[src/rtl/rsoc_pkg.sv]
package rsoc_pkg;

	// register offsets (byte-wide map, plain port)
	localparam logic [7:0] RSOC_OFS_AMP_POWER  = 8'h19;
	localparam logic [7:0] RSOC_OFS_AMP_BIAS   = 8'h1A;
	localparam logic [7:0] RSOC_OFS_OSC_DIV    = 8'h1B;
	localparam logic [7:0] RSOC_OFS_SYN_INT    = 8'h1C;
	localparam logic [7:0] RSOC_OFS_SYN_MID    = 8'h1D;
	localparam logic [7:0] RSOC_OFS_SYN_HIGH   = 8'h1E;
	localparam logic [7:0] RSOC_OFS_PUMP       = 8'h1F;
	localparam logic [7:0] RSOC_OFS_OSC_SEL    = 8'h21;
	localparam logic [7:0] RSOC_OFS_PAGE       = 8'h3E;

	// field positions
	localparam int RSOC_POS_POWER_MSB  = 5;
	localparam int RSOC_POS_BIAS_LSB   = 2;
	localparam int RSOC_POS_FREEZE     = 7;
	localparam int RSOC_POS_GATE       = 6;
	localparam int RSOC_POS_PHASE      = 5;
	localparam int RSOC_POS_HIBAND     = 4;
	localparam int RSOC_POS_RATIO_MSB  = 3;
	localparam int RSOC_POS_INT_MSB    = 6;
	localparam int RSOC_POS_SINK       = 6;
	localparam int RSOC_POS_SOURCE     = 5;
	localparam int RSOC_POS_OFS_DIS    = 4;
	localparam int RSOC_POS_OFS_HALF   = 3;
	localparam int RSOC_POS_OSC_MSB    = 1;
	localparam int RSOC_POS_PAGE_MSB   = 4;

	// reset values (none printed; safe choices)
	localparam logic [5:0] RSOC_RST_POWER = 6'h01;
	localparam logic [1:0] RSOC_RST_BIAS  = 2'h3;
	localparam logic [3:0] RSOC_RST_RATIO = 4'h0;
	localparam logic [6:0] RSOC_RST_INT   = 7'h00;
	localparam logic [7:0] RSOC_RST_BYTE  = 8'h00;
	localparam logic [1:0] RSOC_RST_OSC   = 2'h0;
	localparam logic [4:0] RSOC_RST_PAGE  = 5'h00;

	// divider ratio codes; forbidden oscillator and power codes
	localparam logic [3:0] RSOC_RATIO_DIV2  = 4'h0;
	localparam logic [3:0] RSOC_RATIO_DIV4  = 4'h2;
	localparam logic [3:0] RSOC_RATIO_DIV8  = 4'h8;
	localparam logic [3:0] RSOC_RATIO_CHAIN = 4'hF;
	localparam logic [1:0] RSOC_OSC_BAD     = 2'h1;
	localparam logic [5:0] RSOC_POWER_BAD   = 6'h00;

	typedef enum logic [1:0] {RSOC_OSC_OFF, RSOC_OSC_FORBID, RSOC_OSC_MID, RSOC_OSC_HIGH}
		rsoc_osc_t;

	// register port request
	typedef struct packed {
		logic       wr;
		logic       rd;
		logic [7:0] addr;
		logic [7:0] wdata;
	} rsoc_req_t;

	// analog controls
	typedef struct packed {
		logic [5:0]  power_level;
		logic        power_max;
		logic [1:0]  bias_code;
		logic        bias_low_level;
		logic        freeze;
		logic        clock_gate;
		logic        clock_invert;
		logic        high_band_bias;
		logic [3:0]  ratio;
		logic        ratio_chain;
		logic [6:0]  integer_n;
		logic [15:0] fraction_k;
		logic        pump_sink;
		logic        pump_source;
		logic        pump_offset_on;
		logic        pump_offset_half;
		rsoc_osc_t   osc;
		logic [4:0]  page;
	} rsoc_ctl_t;

endpackage

[src/rtl/rsoc_regs.sv]
// Behaviour
// - the six-bit output power code 1..62 is graded, 63 is maximum, 0 must never be used.
// - the two-bit bias code picks stage currents; 0..2 high level, 3 the lower level.
// - the freeze bit set to 1 holds the half divider output, 0 lets it run.
// - the clock gate bit set to 1 passes clock to the quadrature half divider.
// - the clock phase bit inverts the quadrature divider clock by 180 degrees when 1.
// - the divider ratio code 0, 2, 8 gives divide by 2, 4, 8; 15 takes the chained input.
// - the integer divisor N lives in bits 6 to 0 of its own register.
// - the lower fraction byte holds K bits 15 to 8, printed range 0 to 127.
// - the upper fraction byte holds the top of K; placement taken as K bits 7 to 0.
// - the force sink bit makes the charge pump sink current when 1.
// - the force source bit makes the charge pump source current when 1.
// - the pump offset disable bit is inverted: 0 enables the offset current.
// - the offset proportion bit gives 10 percent at 0 and 5 percent at 1.
// - the oscillator select code 0 is off, 2 mid, 3 high, 1 must never be written.
// - the page select field at 3E defaults to page 0; page 1 is debug only.
module rsoc_regs
(
	// clock and reset
	input  wire logic            clk,
	input  wire logic            sys_rst,
	// register port
	input  wire rsoc_pkg::rsoc_req_t req,
	output logic [7:0]           rdata,
	// analog controls
	output rsoc_pkg::rsoc_ctl_t  ctl,
	// sticky illegal code flag
	output logic                 bad_code_seen
);
	import rsoc_pkg::*;

	logic [5:0] power_reg;
	logic [5:0] power_next;
	logic [1:0] bias_reg;
	logic [1:0] bias_next;
	logic [7:0] lo_reg;
	logic [7:0] lo_next;
	logic [6:0] int_reg;
	logic [6:0] int_next;
	logic [7:0] mid_reg;
	logic [7:0] mid_next;
	logic [7:0] high_reg;
	logic [7:0] high_next;
	logic [3:0] pump_reg;
	logic [3:0] pump_next;
	logic [1:0] osc_reg;
	logic [1:0] osc_next;
	logic [4:0] page_reg;
	logic [4:0] page_next;
	logic [7:0] rdata_next;
	logic       bad_reg;
	logic       bad_next;

	// address decode
	wire hit_power = req.addr == RSOC_OFS_AMP_POWER;
	wire hit_bias  = req.addr == RSOC_OFS_AMP_BIAS;
	wire hit_lo    = req.addr == RSOC_OFS_OSC_DIV;
	wire hit_int   = req.addr == RSOC_OFS_SYN_INT;
	wire hit_mid   = req.addr == RSOC_OFS_SYN_MID;
	wire hit_high  = req.addr == RSOC_OFS_SYN_HIGH;
	wire hit_pump  = req.addr == RSOC_OFS_PUMP;
	wire hit_osc   = req.addr == RSOC_OFS_OSC_SEL;
	wire hit_page  = req.addr == RSOC_OFS_PAGE;
	wire hit_any   = hit_power || hit_bias || hit_lo || hit_int || hit_mid || hit_high
		|| hit_pump || hit_osc || hit_page;

	// write enables; the port never raises both strobes at once
	wire we_power = req.wr && hit_power;
	wire we_bias  = req.wr && hit_bias;
	wire we_lo    = req.wr && hit_lo;
	wire we_int   = req.wr && hit_int;
	wire we_mid   = req.wr && hit_mid;
	wire we_high  = req.wr && hit_high;
	wire we_pump  = req.wr && hit_pump;
	wire we_osc   = req.wr && hit_osc;
	wire we_page  = req.wr && hit_page;

	// forbidden codes are still stored; flagged sticky for the host to see
	wire bad_power = req.wr && hit_power &&
		req.wdata[RSOC_POS_POWER_MSB:0] == RSOC_POWER_BAD;
	wire ratio_legal = req.wdata[RSOC_POS_RATIO_MSB:0] == RSOC_RATIO_DIV2
		|| req.wdata[RSOC_POS_RATIO_MSB:0] == RSOC_RATIO_DIV4
		|| req.wdata[RSOC_POS_RATIO_MSB:0] == RSOC_RATIO_DIV8
		|| req.wdata[RSOC_POS_RATIO_MSB:0] == RSOC_RATIO_CHAIN;
	wire bad_ratio = req.wr && hit_lo && !ratio_legal;
	wire bad_osc   = req.wr && hit_osc &&
		req.wdata[RSOC_POS_OSC_MSB:0] == RSOC_OSC_BAD;

	// next values: immediate effect, no staging
	assign power_next = we_power ? req.wdata[RSOC_POS_POWER_MSB:0] : power_reg;
	assign bias_next  = we_bias ?
		req.wdata[RSOC_POS_BIAS_LSB+1:RSOC_POS_BIAS_LSB] : bias_reg;
	assign lo_next    = we_lo ? req.wdata : lo_reg;
	assign int_next   = we_int ? req.wdata[RSOC_POS_INT_MSB:0] : int_reg;
	assign mid_next   = we_mid ? req.wdata : mid_reg;
	assign high_next  = we_high ? req.wdata : high_reg;
	assign pump_next  = we_pump ?
		req.wdata[RSOC_POS_SINK:RSOC_POS_OFS_HALF] : pump_reg;
	assign osc_next   = we_osc ? req.wdata[RSOC_POS_OSC_MSB:0] : osc_reg;
	assign page_next  = we_page ? req.wdata[RSOC_POS_PAGE_MSB:0] : page_reg;
	// cleared by reset or by a read of the page register; a new bad write wins
	assign bad_next   = bad_power || bad_ratio || bad_osc ||
		(bad_reg && !(req.rd && hit_page));

	always_ff @(posedge clk)
	begin
		if (sys_rst)
			power_reg <= RSOC_RST_POWER;
		else
			power_reg <= power_next;
	end

	always_ff @(posedge clk)
	begin
		if (sys_rst)
			bias_reg <= RSOC_RST_BIAS;
		else
			bias_reg <= bias_next;
	end

	always_ff @(posedge clk)
	begin
		if (sys_rst)
			lo_reg <= {RSOC_RST_BYTE[7:4], RSOC_RST_RATIO};
		else
			lo_reg <= lo_next;
	end

	always_ff @(posedge clk)
	begin
		if (sys_rst)
			int_reg <= RSOC_RST_INT;
		else
			int_reg <= int_next;
	end

	always_ff @(posedge clk)
	begin
		if (sys_rst)
			mid_reg <= RSOC_RST_BYTE;
		else
			mid_reg <= mid_next;
	end

	always_ff @(posedge clk)
	begin
		if (sys_rst)
			high_reg <= RSOC_RST_BYTE;
		else
			high_reg <= high_next;
	end

	// reset leaves the offset current on at ten percent
	always_ff @(posedge clk)
	begin
		if (sys_rst)
			pump_reg <= RSOC_RST_BYTE[3:0];
		else
			pump_reg <= pump_next;
	end

	always_ff @(posedge clk)
	begin
		if (sys_rst)
			osc_reg <= RSOC_RST_OSC;
		else
			osc_reg <= osc_next;
	end

	always_ff @(posedge clk)
	begin
		if (sys_rst)
			page_reg <= RSOC_RST_PAGE;
		else
			page_reg <= page_next;
	end

	always_ff @(posedge clk)
	begin
		if (sys_rst)
			bad_reg <= 1'b0;
		else
			bad_reg <= bad_next;
	end

	always_ff @(posedge clk)
	begin
		if (sys_rst)
			rdata <= RSOC_RST_BYTE;
		else
			rdata <= rdata_next;
	end

	// read mux; unmapped and write cycles return zero
	wire [7:0] rd_power = {2'h0, power_reg};
	wire [7:0] rd_bias  = {4'h0, bias_reg, 2'h0};
	wire [7:0] rd_lo    = lo_reg;
	wire [7:0] rd_int   = {1'b0, int_reg};
	wire [7:0] rd_mid   = mid_reg;
	wire [7:0] rd_high  = high_reg;
	wire [7:0] rd_pump  = {1'b0, pump_reg, 3'h0};
	wire [7:0] rd_osc   = {6'h00, osc_reg};
	wire [7:0] rd_page  = {3'h0, page_reg};
	assign rdata_next = {8{req.rd}} & (
		({8{hit_power}} & rd_power) |
		({8{hit_bias}} & rd_bias) |
		({8{hit_lo}} & rd_lo) |
		({8{hit_int}} & rd_int) |
		({8{hit_mid}} & rd_mid) |
		({8{hit_high}} & rd_high) |
		({8{hit_pump}} & rd_pump) |
		({8{hit_osc}} & rd_osc) |
		({8{hit_page}} & rd_page));

	assign bad_code_seen = bad_reg;

	// decoded analog controls
	assign ctl.power_level      = power_reg;
	assign ctl.power_max        = &power_reg;
	assign ctl.bias_code        = bias_reg;
	assign ctl.bias_low_level   = &bias_reg;
	assign ctl.freeze           = lo_reg[RSOC_POS_FREEZE];
	assign ctl.clock_gate       = lo_reg[RSOC_POS_GATE];
	assign ctl.clock_invert     = lo_reg[RSOC_POS_PHASE];
	assign ctl.high_band_bias   = lo_reg[RSOC_POS_HIBAND];
	assign ctl.ratio            = lo_reg[RSOC_POS_RATIO_MSB:0];
	assign ctl.ratio_chain      = lo_reg[RSOC_POS_RATIO_MSB:0] == RSOC_RATIO_CHAIN;
	assign ctl.integer_n        = int_reg;
	// placement of the upper byte is uncertain; low byte kept as a plain append
	assign ctl.fraction_k       = {mid_reg, high_reg};
	assign ctl.pump_sink        = pump_reg[3];
	assign ctl.pump_source      = pump_reg[2];
	assign ctl.pump_offset_on   = !pump_reg[1];
	assign ctl.pump_offset_half = pump_reg[0];
	assign ctl.osc              = rsoc_osc_t'(osc_reg);
	assign ctl.page             = page_reg;

	// checks
	a_power_store: assert property (@(posedge clk) disable iff (sys_rst)
		req.wr && hit_power |=> ctl.power_level == $past(req.wdata[5:0]))
		else $error("power field not stored");
	a_bias_low: assert property (@(posedge clk) disable iff (sys_rst)
		req.wr && hit_bias && req.wdata[3:2] == 2'h3 |=> ctl.bias_low_level)
		else $error("bias code 3 not low level");
	a_freeze_hold: assert property (@(posedge clk) disable iff (sys_rst)
		!(req.wr && hit_lo) |=> ctl.freeze == $past(ctl.freeze))
		else $error("freeze changed without write");
	a_gate_store: assert property (@(posedge clk) disable iff (sys_rst)
		req.wr && hit_lo |=> ctl.clock_gate == $past(req.wdata[6]))
		else $error("clock gate not stored");
	a_phase_store: assert property (@(posedge clk) disable iff (sys_rst)
		req.wr && hit_lo |=> ctl.clock_invert == $past(req.wdata[5]))
		else $error("clock phase not stored");
	a_chain_sel: assert property (@(posedge clk) disable iff (sys_rst)
		req.wr && hit_lo && req.wdata[3:0] == 4'hF |=> ctl.ratio_chain)
		else $error("chain code not decoded");
	a_int_width: assert property (@(posedge clk) disable iff (sys_rst)
		req.rd && hit_int |=> rdata[7] == 1'b0)
		else $error("integer bit 7 not zero");
	a_pump_forces: assert property (@(posedge clk) disable iff (sys_rst)
		req.wr && hit_pump |=> ctl.pump_sink == $past(req.wdata[6])
			&& ctl.pump_source == $past(req.wdata[5]))
		else $error("pump force bits wrong");
	a_offset_sense: assert property (@(posedge clk) disable iff (sys_rst)
		req.wr && hit_pump |=> ctl.pump_offset_on == !$past(req.wdata[4])
			&& ctl.pump_offset_half == $past(req.wdata[3]))
		else $error("offset sense wrong");
	a_bad_osc: assert property (@(posedge clk) disable iff (sys_rst)
		bad_osc |=> bad_code_seen)
		else $error("forbidden oscillator code not flagged");
	a_page_reset: assert property (@(posedge clk)
		sys_rst |=> ctl.page == 5'h00)
		else $error("page not zero after reset");
	a_readback: assert property (@(posedge clk) disable iff (sys_rst)
		req.wr && hit_mid ##1 req.rd && hit_mid && !req.wr |=> rdata == $past(req.wdata, 2))
		else $error("readback mismatch");
	a_fraction_k: assert property (@(posedge clk) disable iff (sys_rst)
		req.wr && hit_mid |=> ctl.fraction_k[15:8] == $past(req.wdata))
		else $error("fraction mid byte misplaced");

	// field storage, decode, read-back, flag and reset
	a_power_max: assert property (@(posedge clk) disable iff (sys_rst)
		req.wr && hit_power && req.wdata[5:0] == 6'h3F |=> ctl.power_max)
		else $error("power code 63 not maximum");
	a_power_graded: assert property (@(posedge clk) disable iff (sys_rst)
		req.wr && hit_power && req.wdata[5:0] != 6'h3F |=> !ctl.power_max)
		else $error("graded power taken as maximum");
	a_power_flag: assert property (@(posedge clk) disable iff (sys_rst)
		bad_power |=> bad_code_seen)
		else $error("power code 0 not flagged");
	a_bias_store: assert property (@(posedge clk) disable iff (sys_rst)
		req.wr && hit_bias |=> ctl.bias_code == $past(req.wdata[3:2]))
		else $error("bias code not stored");
	a_bias_high: assert property (@(posedge clk) disable iff (sys_rst)
		req.wr && hit_bias && req.wdata[3:2] != 2'h3 |=> !ctl.bias_low_level)
		else $error("bias codes 0 to 2 not high level");
	a_bias_readback: assert property (@(posedge clk) disable iff (sys_rst)
		req.rd && hit_bias |=> rdata[7:4] == 4'h0 && rdata[1:0] == 2'h0)
		else $error("bias spare bits not zero");
	a_reset_values: assert property (@(posedge clk)
		sys_rst |=> ctl.power_level == RSOC_RST_POWER && ctl.bias_code == RSOC_RST_BIAS
			&& !bad_code_seen && rdata == 8'h00)
		else $error("reset values wrong");
	a_freeze_store: assert property (@(posedge clk) disable iff (sys_rst)
		req.wr && hit_lo |=> ctl.freeze == $past(req.wdata[7]))
		else $error("freeze bit not stored");
	a_hiband_store: assert property (@(posedge clk) disable iff (sys_rst)
		req.wr && hit_lo |=> ctl.high_band_bias == $past(req.wdata[4]))
		else $error("high band bias not stored");
	a_ratio_store: assert property (@(posedge clk) disable iff (sys_rst)
		req.wr && hit_lo |=> ctl.ratio == $past(req.wdata[3:0]))
		else $error("divider ratio not stored");
	a_chain_other: assert property (@(posedge clk) disable iff (sys_rst)
		req.wr && hit_lo && req.wdata[3:0] != 4'hF |=> !ctl.ratio_chain)
		else $error("chain decoded from another code");
	a_ratio_flag: assert property (@(posedge clk) disable iff (sys_rst)
		bad_ratio |=> bad_code_seen)
		else $error("illegal ratio not flagged");
	a_ratio_legal: assert property (@(posedge clk) disable iff (sys_rst)
		!bad_code_seen && req.wr && hit_lo && ratio_legal |=> !bad_code_seen)
		else $error("legal ratio flagged");
	a_int_store: assert property (@(posedge clk) disable iff (sys_rst)
		req.wr && hit_int |=> ctl.integer_n == $past(req.wdata[6:0]))
		else $error("integer divisor not stored");
	a_int_readback: assert property (@(posedge clk) disable iff (sys_rst)
		req.rd && hit_int |=> rdata[6:0] == $past(ctl.integer_n))
		else $error("integer divisor read wrong");
	a_fraction_low: assert property (@(posedge clk) disable iff (sys_rst)
		req.wr && hit_high |=> ctl.fraction_k[7:0] == $past(req.wdata))
		else $error("fraction high byte misplaced");
	a_high_readback: assert property (@(posedge clk) disable iff (sys_rst)
		req.rd && hit_high |=> rdata == $past(ctl.fraction_k[7:0]))
		else $error("fraction high byte read wrong");
	a_pump_hold: assert property (@(posedge clk) disable iff (sys_rst)
		!(req.wr && hit_pump) |=> $stable(ctl.pump_source) && $stable(ctl.pump_sink))
		else $error("pump force changed without write");
	a_pump_readback: assert property (@(posedge clk) disable iff (sys_rst)
		req.wr && hit_pump ##1 req.rd && hit_pump && !req.wr
			|=> rdata == {1'b0, $past(req.wdata[6:3], 2), 3'h0})
		else $error("pump readback mismatch");
	a_osc_store: assert property (@(posedge clk) disable iff (sys_rst)
		req.wr && hit_osc |=> ctl.osc == rsoc_osc_t'($past(req.wdata[1:0])))
		else $error("oscillator select not stored");
	a_osc_readback: assert property (@(posedge clk) disable iff (sys_rst)
		req.rd && hit_osc |=> rdata[7:2] == 6'h00)
		else $error("oscillator spare bits not zero");
	a_page_store: assert property (@(posedge clk) disable iff (sys_rst)
		req.wr && hit_page |=> ctl.page == $past(req.wdata[4:0]))
		else $error("page not stored");
	a_page_readback: assert property (@(posedge clk) disable iff (sys_rst)
		req.rd && hit_page |=> rdata == {3'h0, $past(ctl.page)})
		else $error("page read wrong");
	a_flag_clear: assert property (@(posedge clk) disable iff (sys_rst)
		req.rd && hit_page && !req.wr |=> !bad_code_seen)
		else $error("flag not cleared by page read");
	a_flag_sticky: assert property (@(posedge clk) disable iff (sys_rst)
		bad_code_seen && !(req.rd && hit_page) |=> bad_code_seen)
		else $error("flag dropped without page read");
	a_rdata_idle: assert property (@(posedge clk) disable iff (sys_rst)
		!req.rd |=> rdata == 8'h00)
		else $error("read data not zero without read");
	a_rdata_unmapped: assert property (@(posedge clk) disable iff (sys_rst)
		req.rd && !hit_any |=> rdata == 8'h00)
		else $error("unmapped read not zero");
	a_lo_readback: assert property (@(posedge clk) disable iff (sys_rst)
		req.rd && hit_lo |=> rdata == {ctl.freeze, ctl.clock_gate, ctl.clock_invert,
			ctl.high_band_bias, ctl.ratio})
		else $error("divider control read wrong");

	c_chain_mode: cover property (@(posedge clk) req.wr && hit_lo && req.wdata[3:0] == 4'hF);
	c_max_power: cover property (@(posedge clk) req.wr && hit_power && req.wdata[5:0] == 6'h3F);
	c_write_read: cover property (@(posedge clk) req.wr && hit_pump ##1 req.rd && hit_pump);
	c_bad_flag: cover property (@(posedge clk) bad_code_seen);
	c_debug_page: cover property (@(posedge clk) req.wr && hit_page && req.wdata[4:0] == 5'h01);

endmodule

[config.mk]
export PLATFORM = sky130hd
export DESIGN_NAME = rsoc_regs
export DESIGN_NICKNAME = d
export VERILOG_FILES = /design/src/rtl/rsoc_pkg.sv /design/src/rtl/rsoc_regs.sv
export SDC_FILE = /design/constraint.sdc
export NUM_CORES = 1
export LEC_CHECK = 0
export ABC_AREA = 1
export BUFFER_PORTS_ARGS = -buffer_cell sky130_fd_sc_hd__buf_2
export CAP_MARGIN = 20
export CORE_MARGIN = 2
export CORE_UTILIZATION = 51
export CTS_CLUSTER_DIAMETER = 120
export CTS_CLUSTER_SIZE = 24
export DETAILED_ROUTE_END_ITERATION = 10
export GPL_TIMING_DRIVEN = 0
export PLACE_DENSITY = 0.9
export SYNTH_ARGS = -nofsm -noshare
export SYNTH_HDL_FRONTEND = slang
export SYNTH_SLANG_ARGS = --single-unit
[constraint.sdc]
create_clock -name clk -period 1.2 [get_ports clk]
set_input_delay 0.12 -clock clk [delete_from_list [all_inputs] [get_ports clk]]
set_output_delay 0.12 -clock clk [all_outputs]
set_load 0.1 [all_outputs]
==> key figures, run 1 <==
Run status
  • Run status: finished with violations
  • Failing checks: setup timing

Die
  • Row count: 26
  • Vert. Die Dim: 77.6 µm
  • Placeable core region: between 5000 and 6000 µm²
  • Total die area: approximately 6000 µm²
  • Starting density of the core: between 50% and 60%
  • Horiz. Die Dim: 77.6 µm
  • Io pins: 82

Clock network
  • TritonCTS clock tree: done
  • Largest buffer count on any clock path: 2
  • Buffer type at the clock tree root: sky130_fd_sc_hd__clkbuf_8
  • Depth of the CTS H-tree: 3
  • TritonCTS buffer count: 9
  • Clock edge transition at the registers on the reported setup and hold paths: roughly 0.070 ns
  • Cts-stage hold buffer count: 0
  • Clock latency on the worst-skew pair: 0.35 ns
  • Clock net sink count: between 50 and 60

Hold path
  • Worst Hold Path EP: mid_reg[7]
  • Worst min-delay path startpoint: sys_rst
  • Instance count along the most critical hold path: 2
  • Worst Hold Class: input port to flip-flop

Synthesis
  • Async set or reset register ratio after synthesis: 0%
  • Synth top area share: between 40% and 50%
  • Count of synthesis-stage warnings from yosys: 0
  • Mean cell area of the mapped netlist: about 7 µm²
  • Synthesis-stage register bit count: between 50 and 60
  • Predominant post-synthesis flop cell: sky130_fd_sc_hd__dfxtp_1
  • Sequential element share of the synthesized area: roughly 43%
  • Leading area contributor after synthesis: sky130_fd_sc_hd__dfxtp_1
  • Netlist area before placement: about 2800 µm²
  • Number of nets in the synthesized netlist: approximately 420
  • Count of unique library cells instantiated by Yosys: 26
  • Number of standard cells after synthesis: between 400 and 500
  • Largest cells by area after synthesis: sky130_fd_sc_hd__dfxtp_1 43%, sky130_fd_sc_hd__nand2_1 14%, sky130_fd_sc_hd__a21oi_1 9.6%
  • Number of synthesized flops with an enable pin: 0

Critical path
  • WP data arrival: approximately 1.3 ns
  • Terminus of the critical flop-to-flop path: rdata[3]
  • Data required time of the worst path: 1.08 ns
  • CP delay by family, top: flip-flops
  • Kind of start point of the critical path: flip-flop
  • Maximum fanout along the worst path: 3
  • Critical Path Slowest Stage Cell: sky130_fd_sc_hd__dfxtp_4
  • Worst Setup End Kind: output pin
  • Length in cells of the worst reg-to-reg path: 5
  • CP Class: flip-flop to output pin
  • Chain of cells forming the critical path: inv_4 > nor4_4 > buf_6
  • Largest incremental delay on the critical path: 0.37 ns
  • Buffers plus inverters on the worst setup path: 2
  • Worst R2R Start: lo_reg[3]
  • Count of cell instances traversed by the critical path: 3
  • Setup slack on the worst flop-to-flop path: 0.18 ns

Layout
  • Commonest non-fill, non-tap cell in the layout: sky130_fd_sc_hd__nand2_1
  • Nets@finish: approximately 500
  • Ant. Diodes: 0
  • Total non-filler cell area in the finished layout: roughly 3800 µm²
  • Area growth, synth to finish: 36.4%
  • Commonest cells after routing, fill and taps aside: 100 x sky130_fd_sc_hd__nand2_1, 54 x sky130_fd_sc_hd__buf_4, 53 x sky130_fd_sc_hd__a21oi_1, 48 x sky130_fd_sc_hd__nand3_1, 36 x sky130_fd_sc_hd__dfxtp_2
  • End-of-flow core utilization: between 70% and 80%
  • Layout cells sized above 1: around a third

Power and ir drop
  • Power density over the cells: between 1000 and 1500 nW/µm²
  • Worst vdd ir: roughly 730 µV
  • Static power due to leakage: between 1.5 and 2 nW
  • Design Power: a little under 4 mW

Routing
  • Number of detailed-routing iterations run before antenna repair: 8
  • First-iteration detailed-routing DRC count: about 400
  • Average detailed-routed wire length per instance: around 16 µm
  • Via/cell ratio: approximately 5.8
  • Antenna-violating nets left: 0
  • Vias: between 3000 and 4000
  • Final WL: 9.26 mm
  • Post-route DRC violation count: 0

Timing
  • Final Slew Violations: 0
  • Setup TNS after final layout: -0.425 ns
  • Max Clock Freq: 717 MHz
  • Min setup slack post-route: -0.195 ns
  • Unrepaired setup endpoints after global routing: true
  • Count of endpoints failing hold in the final timing report: 0
  • Setup skew after layout: 0.00644 ns
  • Post-layout minimum cycle time: 1.40 ns
  • Final setup violation count: 3
  • Post-route clock period utilization: 116%
  • Max-slew headroom: 59.8%
  • Worst Tran Pin Value: approximately 0.6 ns

Placed design
  • Global placement routability congestion: 0.952
  • Detail Placement HPWL: ~6.2 mm
  • Cell Area, Placed: 3360 µm²
  • Count of buffers from port buffering: between 70 and 80

Global route
  • Maximum number of pins on one net before global-route repair: 11
  • Total global routing overflow: 0
  • Combined global-route utilization of all metal layers: between 30% and 40%
  • Wire length of the first global-routing pass: between 10 and 15 mm
  • Number of global-route vias before repair: roughly 3000
  • Antenna violations before repair: 0

Run
  • Max-capacitance violation count: 0
==> where the power goes <==
group	switching, mW	internal (mW)	total (mW)
clock network	0.779	0.988	1.77
registers	0.00286	1.93	1.94
logic	0.213	0.0611	0.274
total	0.995	2.98	3.98
==> metrics by stage <==
stage | setup slack, ns | instances | hold slack (ns)
finish | -0.195 | 567 | 0.0461
floorplan | -0.620 | 403 | 0.246
global placement | -0.226 | 549 | 0.397
global route | -0.245 | 567 | 0.0687
CTS | -0.209 | 566 | 0.0379
detailed placement | -0.244 | 549 | 0.402
==> Yosys cell counts (2+ instances only) <==
| cell type | n |
|---|---|
| sky130_fd_sc_hd__a21oi_1 | 53 |
| sky130_fd_sc_hd__nor3_1 | 2 |
| sky130_fd_sc_hd__o21ai_0 | 17 |
| sky130_fd_sc_hd__clkbuf_1 | 9 |
| sky130_fd_sc_hd__nand2_2 | 2 |
| sky130_fd_sc_hd__inv_1 | 38 |
| sky130_fd_sc_hd__nor2_2 | 3 |
| sky130_fd_sc_hd__nor2_1 | 33 |
| sky130_fd_sc_hd__nand2_1 | 101 |
| sky130_fd_sc_hd__buf_6 | 2 |
| sky130_fd_sc_hd__buf_4 | 4 |
| sky130_fd_sc_hd__nand3_1 | 48 |
| sky130_fd_sc_hd__nor2_4 | 5 |
| sky130_fd_sc_hd__o21ai_1 | 7 |
| sky130_fd_sc_hd__inv_2 | 3 |
| sky130_fd_sc_hd__nand4_1 | 5 |
| sky130_fd_sc_hd__buf_2 | 4 |
| sky130_fd_sc_hd__dfxtp_1 | 59 |
==> how the worst max path moves through the flow <==
stage / from / to
2_1_floorplan: lo_reg[3] / ctl[34]
3_3_place_gp: req[15] / lo_reg[6]
3_5_place_dp: req[15] / lo_reg[6]
4_1_cts: lo_reg[1] / ctl[34]
5_1_grt: lo_reg[1] / ctl[34]
6_report: lo_reg[1] / ctl[34]
==> per-layer routing <==
metal | GRT usage, % | part of all wire (%)
met4 | 18.9 | 4.4
met1 | 38.8 | 38
met2 | 49.1 | 45
met3 | 6.74 | 12
met5 | 0 | 0
==> cell families after synthesis <==
logic type             Yosys count  synth area share (%)
flip-flops                      59                  42.8
AO/OA/AOI/OAI                   78                  14.2
AND/OR/NAND/NOR                204                  33.3
buffers and inverters           62                  9.70
==> cell type report <==
class	instances	area, µm²
plain buffers	20	110
clock buffers	15	188
fillers	367	1410
clock inverters	1	5.00
multi-input cells	282	1360
inverters	42	170
repair buffers	78	579
well taps	70	87.6
flip-flops and latches	59	1270
==> timing repair <==
item,4_1_cts,5_1_grt
cloned,0,0
buffers inserted,1,1
resized for setup,63,8
setup endpoints to repair,56,10
pin swaps,3,2
Note: power is estimated with default switching activity, not from simulation.
==> inputs of run 2 (changes only) <==
ABC_CLOCK_PERIOD_IN_PS = 1200   (was unset)
TNS_END_PERCENT = 20   (was unset)
==> run 2 against run 1 <==
Effect of this change:
- the run still ends with setup timing left
- power shrank 4.1%
- critical path type unchanged
- largest power group unchanged
- clock power decreased by 9%
- utilization shrank 0.12 points
- flip-flop and latch count stayed put
- worst setup slack worse by 0.0060 ns
- via count fell by 2.2%
- first-iteration DRC count up 0.26%
- sequential share of layout area about the same
- die area unchanged
==> key figures, run 2 (same netlist as run 1, synthesis figures left out) <==
Placed design
  • Count of buffers from port buffering: 76 (unchanged)
  • Global placement routability congestion: 0.939 (-1.4%)
  • Detail Placement HPWL: 6.22 mm (-0.17%)
  • Cell total after placement: 549 (unchanged)

Clock network
  • TritonCTS buffer count: 9 (unchanged)
  • Clock edge transition at the registers on the reported setup and hold paths: 0.07 ns (about the same)
  • Cts-stage hold buffer count: 0 (unchanged)
  • Largest buffer count on any clock path: 2 (unchanged)
  • Depth of the CTS H-tree: 3 (unchanged)
  • Clock latency on the worst-skew pair: 0.34 ns (about the same)
  • TritonCTS clock tree: done
  • Clock net sink count: 59 (unchanged)
  • Buffer type at the clock tree root: sky130_fd_sc_hd__clkbuf_8

Critical path
  • Data required time of the worst path: 1.08 ns (about the same)
  • WP data arrival: 1.28 ns (about the same)
  • Kind of start point of the critical path: flip-flop
  • Worst Setup End Kind: output pin
  • Maximum fanout along the worst path: 3 (unchanged)
  • CP Class: flip-flop to output pin

Routing
  • Top routing layer in use: met4
  • Post-route DRC violation count: 0 (unchanged)
  • Vias: 3192 (-2.2%)
  • Met2 routed WL: 4.16 mm (-1.3%)
  • Final WL: 9.00 mm (-2.9%)
  • First-iteration detailed-routing DRC count: 391 (+0.26%)
  • Met3 routed wirelength: 960 µm (-14%)
  • Number of detailed-routing iterations run before antenna repair: 6 (-2)
  • Antenna-violating nets left: 0 (unchanged)
  • Via/cell ratio: 5.64 (-2.0%)
  • Met1 routed wirelength after detailed routing: 3.53 mm (+0.26%)
  • Average detailed-routed wire length per instance: 15.9 µm (-2.7%)

Layout
  • End-of-flow core utilization: 72.7% (-0.12 points)
  • Commonest cells after routing, fill and taps aside: 99 x sky130_fd_sc_hd__nand2_1, 53 x sky130_fd_sc_hd__a21oi_1, 52 x sky130_fd_sc_hd__buf_4, 48 x sky130_fd_sc_hd__nand3_1, 35 x sky130_fd_sc_hd__dfxtp_2
  • Commonest non-fill, non-tap cell in the layout: sky130_fd_sc_hd__nand2_1
  • Fill cell total of the finished layout: 400 (+9.0%)
  • Layout cells sized above 1: 35.5% (+0.27 points)
  • Ant. Diodes: 0 (unchanged)
  • Count of non-filler cells in the finished layout: 566 (-0.18%)
  • Nets@finish: 511 (-0.20%)
  • Area growth, synth to finish: 36.2%

Timing
  • Count of endpoints failing hold in the final timing report: 0 (unchanged)
  • Post-route clock period utilization: 117% (+0.50 points)
  • Max Clock Freq: 714 MHz (-0.43%)
  • Min setup slack post-route: -0.201 ns (-0.00604 ns)
  • Max-slew headroom: 59.8% (about the same)
  • Setup TNS after final layout: -0.400 ns (+0.0244 ns)
  • Final setup violation count: 3 (unchanged)
  • Worst Tran Pin Value: 0.603 ns (+0.000277 ns)
  • Post-layout minimum cycle time: 1.40 ns (+0.00604 ns)
  • Unrepaired setup endpoints after global routing: true
  • Setup skew after layout: 0.00629 ns (-0.000145 ns)
  • Final Slew Violations: 0 (unchanged)

Die
  • Starting density of the core: 53.4% (unchanged)
  • Placeable core region: 5170 µm² (unchanged)
  • Vert. Die Dim: 77.6 µm (unchanged)
  • Io pins: 82 (unchanged)
  • Horiz. Die Dim: 77.6 µm (unchanged)
  • Total die area: 6020 µm² (unchanged)
  • Row count: 26 (unchanged)

Global route
  • Maximum number of pins on one net before global-route repair: 11 (unchanged)
  • Combined global-route utilization of all metal layers: 30.3% (-0.85 points)
  • Number of global-route vias before repair: 2874 (-3.4%)
  • Total global routing overflow: 0 (unchanged)
  • Wire length of the first global-routing pass: 14.0 mm (-3.4%)
  • Antenna violations before repair: 0 (unchanged)

Power and ir drop
  • Worst vdd ir: 841 µV (+15%)
  • Power density over the cells: 1020 nW/µm² (-3.9%)
  • Static power due to leakage: 1.62 nW (-0.45%)
  • Design Power: 3.82 mW (-4.1%)

Run status
  • Failing checks: setup timing
  • Run status: finished with violations

Run
  • Max-capacitance violation count: 0 (unchanged)

Hold path
  • Worst Hold Class: input port to flip-flop
==> run 2: final cells by class <==
type / count / area, µm² / area share [%]
Buffer: 20 / 110 / 2.93
Timing Repair Buffer: 77 / 579 / 15.4
Tap cell: 70 / 87.6 / 2.33
Inverter: 42 / 170 / 4.53
Multi-Input combinational cell: 282 / 1370 / 36.4
Clock inverter: 3 / 15.0 / 0.399
Clock buffer: 13 / 159 / 4.23
Sequential cell: 59 / 1270 / 33.8
==> run 2: per-layer routing <==
metal  GRT usage [%]  vias to the layer above
li1                -                     1491
met1            37.6                     1448
met2            49.0                      211
met3            8.95                       42
met4            12.7                        0
met5               0                        -
==> run 2: what timing repair did <==
item	4_1_cts	5_1_grt
setup buffers	1	0
setup endpoints to repair	55	27
pin swaps	2	3
resized for setup	62	15
==> run 2: worst paths after layout <==
check / startpoint / to / slack (ns) / cells after the start
setup / recovery: lo_reg[1] / ctl[34] / -0.20 / 3
setup reg to reg: pump_reg[1] / rdata[4] / 0.30 / 4
hold / removal: sys_rst / power_reg[3] / 0.06 / 2
hold reg to reg: int_reg[0] / int_reg[0] / 0.46 / 2
==> run 2: critical path, stage by stage, from the launching register on <==
cell and delay (ns):
sky130_fd_sc_hd__dfxtp_4 0.37, sky130_fd_sc_hd__inv_4 0.04, sky130_fd_sc_hd__nor4_4 0.27, sky130_fd_sc_hd__buf_6 0.26
==> run 2: through the flow <==
step	setup WS [ns]	area (µm²)	hold slack, ns
6_report	-0.201	3760	0.0556
3_3_place_gp	-0.223	3360	0.393
2_1_floorplan	-0.620	2890	0.246
3_5_place_dp	-0.301	3360	0.411
5_1_grt	-0.273	3760	0.0678
4_1_cts	-0.200	3710	0.0519
==> run 2: where the power goes <==
group	internal [mW]	total (mW)	switching, mW	leakage (nW)
Combinational	0.0621	0.274	0.211	1.03
Clock	0.852	1.61	0.754	0.0932
Sequential	1.93	1.94	0.00296	0.500
==> inputs of run 3 (changes only) <==
ABC_CLOCK_PERIOD_IN_PS = 1500   (was 1200)
CORE_MARGIN = unset   (was 2)
clock period = 1.5 ns   (was 1.2 ns; I/O delays follow)
==> run 3 against run 2 <==
Effect of this change:
- the flow now finishes without violations
- hold slack gained 0.044 ns
- clock-buffer cell count is the same
- combinational power decreased by 23%
- via count fell by 2.6%
- register-to-register slack better by 0.27 ns
- first-iteration DRC count up 15%
- worst setup slack better by 0.25 ns
- clock skew increased by 0.00066 ns
- sequential power decreased by 20%
- global-route usage rose by 0.61 points
- critical path type unchanged
- critical endpoint unchanged
- largest cell class unchanged
==> key figures, run 3 (same netlist as run 1, synthesis figures left out) <==
Critical path
  • Count of cell instances traversed by the critical path: 3 (unchanged)
  • Worst Setup End Kind: output pin
  • Last element of the critical path: ctl[34]
  • Worst R2R Start: pump_reg[1]
  • Kind of start point of the critical path: flip-flop
  • Buffers plus inverters on the worst setup path: 2 (unchanged)
  • Setup slack on the worst flop-to-flop path: 0.57 ns (+0.27 ns)
  • Start point of the critical path: lo_reg[3]
  • Maximum fanout along the worst path: 3 (unchanged)
  • Largest incremental delay on the critical path: 0.36 ns (about the same)
  • Chain of cells forming the critical path: inv_4 > nor4_4 > buf_4
  • Data required time of the worst path: 1.35 ns (+0.27 ns)
  • WP data arrival: 1.30 ns (+0.02 ns)
  • Terminus of the critical flop-to-flop path: rdata[4]
  • CP Class: flip-flop to output pin
  • CP delay by family, top: flip-flops
  • Length in cells of the worst reg-to-reg path: 4 (unchanged)
  • Critical Path Slowest Stage Cell: sky130_fd_sc_hd__dfxtp_4

Timing
  • Setup TNS after final layout: 0 ns (+0.400 ns)
  • Setup skew after layout: 0.00695 ns (+0.000659 ns)
  • Final Slew Violations: 0 (unchanged)
  • Worst Tran Pin Value: 0.568 ns (-0.0351 ns)
  • Final setup violation count: 0 (-3)
  • Unrepaired setup endpoints after global routing: false
  • Max Clock Freq: roughly 690 MHz
  • Post-route clock period utilization: between 90 and 100%
  • Post-layout minimum cycle time: 1.45 ns
  • Count of endpoints failing hold in the final timing report: 0 (unchanged)
  • Max-slew headroom: 62.2% (+2.3 points)

Global route
  • Maximum number of pins on one net before global-route repair: 11 (unchanged)
  • Number of global-route vias before repair: 2727 (-5.1%)
  • Wire length of the first global-routing pass: 12.8 mm (-9.0%)
  • Antenna violations before repair: 0 (unchanged)
  • Total global routing overflow: 0 (unchanged)
  • Combined global-route utilization of all metal layers: 30.9% (+0.61 points)

Clock network
  • Clock edge transition at the registers on the reported setup and hold paths: 0.07 ns (about the same)
  • Clock net sink count: 59 (unchanged)
  • Depth of the CTS H-tree: 3 (unchanged)
  • Buffer type at the clock tree root: sky130_fd_sc_hd__clkbuf_8
  • Largest buffer count on any clock path: 2 (unchanged)
  • TritonCTS clock tree: done
  • Clock latency on the worst-skew pair: 0.34 ns (about the same)
  • TritonCTS buffer count: 9 (unchanged)
  • Count of buffers added by post-CTS timing repair for setup: 0 (-1)
  • Cts-stage hold buffer count: 0 (unchanged)

Layout
  • Layout cells sized above 1: 26.7% (-8.8 points)
  • Commonest non-fill, non-tap cell in the layout: sky130_fd_sc_hd__nand2_1
  • Area growth, synth to finish: 26.2%
  • Count of non-filler cells in the finished layout: 564 (-0.35%)
  • Nets@finish: 510 (-0.20%)
  • Total non-filler cell area in the finished layout: 3480 µm² (-7.4%)
  • Commonest cells after routing, fill and taps aside: 101 x sky130_fd_sc_hd__nand2_1, 78 x sky130_fd_sc_hd__buf_2, 53 x sky130_fd_sc_hd__a21oi_1, 49 x sky130_fd_sc_hd__dfxtp_1, 48 x sky130_fd_sc_hd__nand3_1
  • Ant. Diodes: 0 (unchanged)

Routing
  • Average detailed-routed wire length per instance: 15.0 µm (-5.3%)
  • Final WL: 8.49 mm (-5.7%)
  • Via/cell ratio: 5.51 (-2.3%)
  • Number of detailed-routing iterations run before antenna repair: 5 (-1)
  • Post-route DRC violation count: 0 (unchanged)
  • Antenna-violating nets left: 0 (unchanged)
  • Vias: 3109 (-2.6%)
  • First-iteration detailed-routing DRC count: 448 (+15%)

Die
  • Horiz. Die Dim: 75.6 µm (-2.6%)
  • Placeable core region: 5170 µm² (unchanged)
  • Starting density of the core: 53.4% (unchanged)
  • Row count: 26 (unchanged)
  • Io pins: 82 (unchanged)
  • Vert. Die Dim: 75.6 µm (-2.6%)
  • Total die area: 5710 µm² (-5.1%)

Placed design
  • Count of buffers from port buffering: 76 (unchanged)
  • Detail Placement HPWL: 6.19 mm (-0.36%)
  • Cell total after placement: 549 (unchanged)
  • Cell Area, Placed: 3290 µm² (-2.0%)
  • Global placement routability congestion: 0.914 (-2.6%)

Run status
  • Run status: finished clean

Power and ir drop
  • Worst vdd ir: 480 µV (-43%)
  • Static power due to leakage: 1.59 nW (-2.1%)
  • Power density over the cells: 888 nW/µm² (-12%)

Hold path
  • Worst Hold Class: input port to flip-flop

Run
  • Max-capacitance violation count: 0 (unchanged)
run 3: changes by cell type in the layout (fill, tap and decap cells not counted), sizes merged:
cell	change
clkbuf	-7
clkinvlp	-2
inv	+2
buf	+6
clkinv	-1
run 3: power by group:
part	switching (mW)	internal (mW)	total, mW	leakage (nW)
clock	0.605	0.720	1.33	0.0953
combinational	0.166	0.0466	0.212	1.01
sequential	0.00207	1.56	1.56	0.482
total	0.772	2.32	3.09	1.59
run 3: how the worst min path moves through the flow:
stage	startpoint	cells past startpoint	to	slack, ns
5_1_grt	sys_rst	2	lo_reg[7]	0.11
2_1_floorplan	req[16]	2	rdata[7]	0.28
6_report	sys_rst	2	mid_reg[7]	0.1
4_1_cts	sys_rst	2	power_reg[3]	0.09
3_3_place_gp	sys_rst	2	power_reg[3]	0.44
3_5_place_dp	sys_rst	2	power_reg[3]	0.44
run 3: metal layers:
metal / track usage, % / wire length [µm] / vias to the layer above
met5: 0 / 0 / -
met4: 16.7 / 321 / 0
met3: 7.01 / 866 / 35
met2: 49.2 / 3890 / 205
met1: 39.0 / 3410 / 1387
li1: - / - / 1482
run 3: worst register-to-register path, stage by stage (launching register included):
cell and delay [ns]:
sky130_fd_sc_hd__dfxtp_1 0.31, sky130_fd_sc_hd__inv_1 0.06, sky130_fd_sc_hd__nor3_1 0.19, sky130_fd_sc_hd__nor2_1 0.08, sky130_fd_sc_hd__a21oi_1 0.21
run 3: area by class of cell:
class	count	area, µm²
Sequential cell	59	1210
Clock buffer	13	169
Multi-Input combinational cell	282	1340
Buffer	20	110
Fill cell	460	1690
Timing Repair Buffer	76	393
Inverter	42	163
Clock inverter	2	10.0
Tap cell	70	87.6
run 3: per-stage QoR:
step | power [mW] | utilization, % | hold WS (ns) | worst slack, ns
floorplan | 1.72 | - | 0.276 | -0.350
global placement | 1.79 | 63.6 | 0.443 | 0.0416
detailed placement | 1.80 | 63.6 | 0.443 | -0.0394
CTS | 3.08 | 67.2 | 0.0902 | 0.0117
global route | 3.18 | 67.3 | 0.111 | 0.00571
finish | 3.09 | 67.3 | 0.0993 | 0.0457
run 3: what timing repair did:
item | in CTS | in global routing
endpoints found under the setup margin | 2 | 1
hold endpoints to repair | 0 | 0
resized for setup | 2 | 2
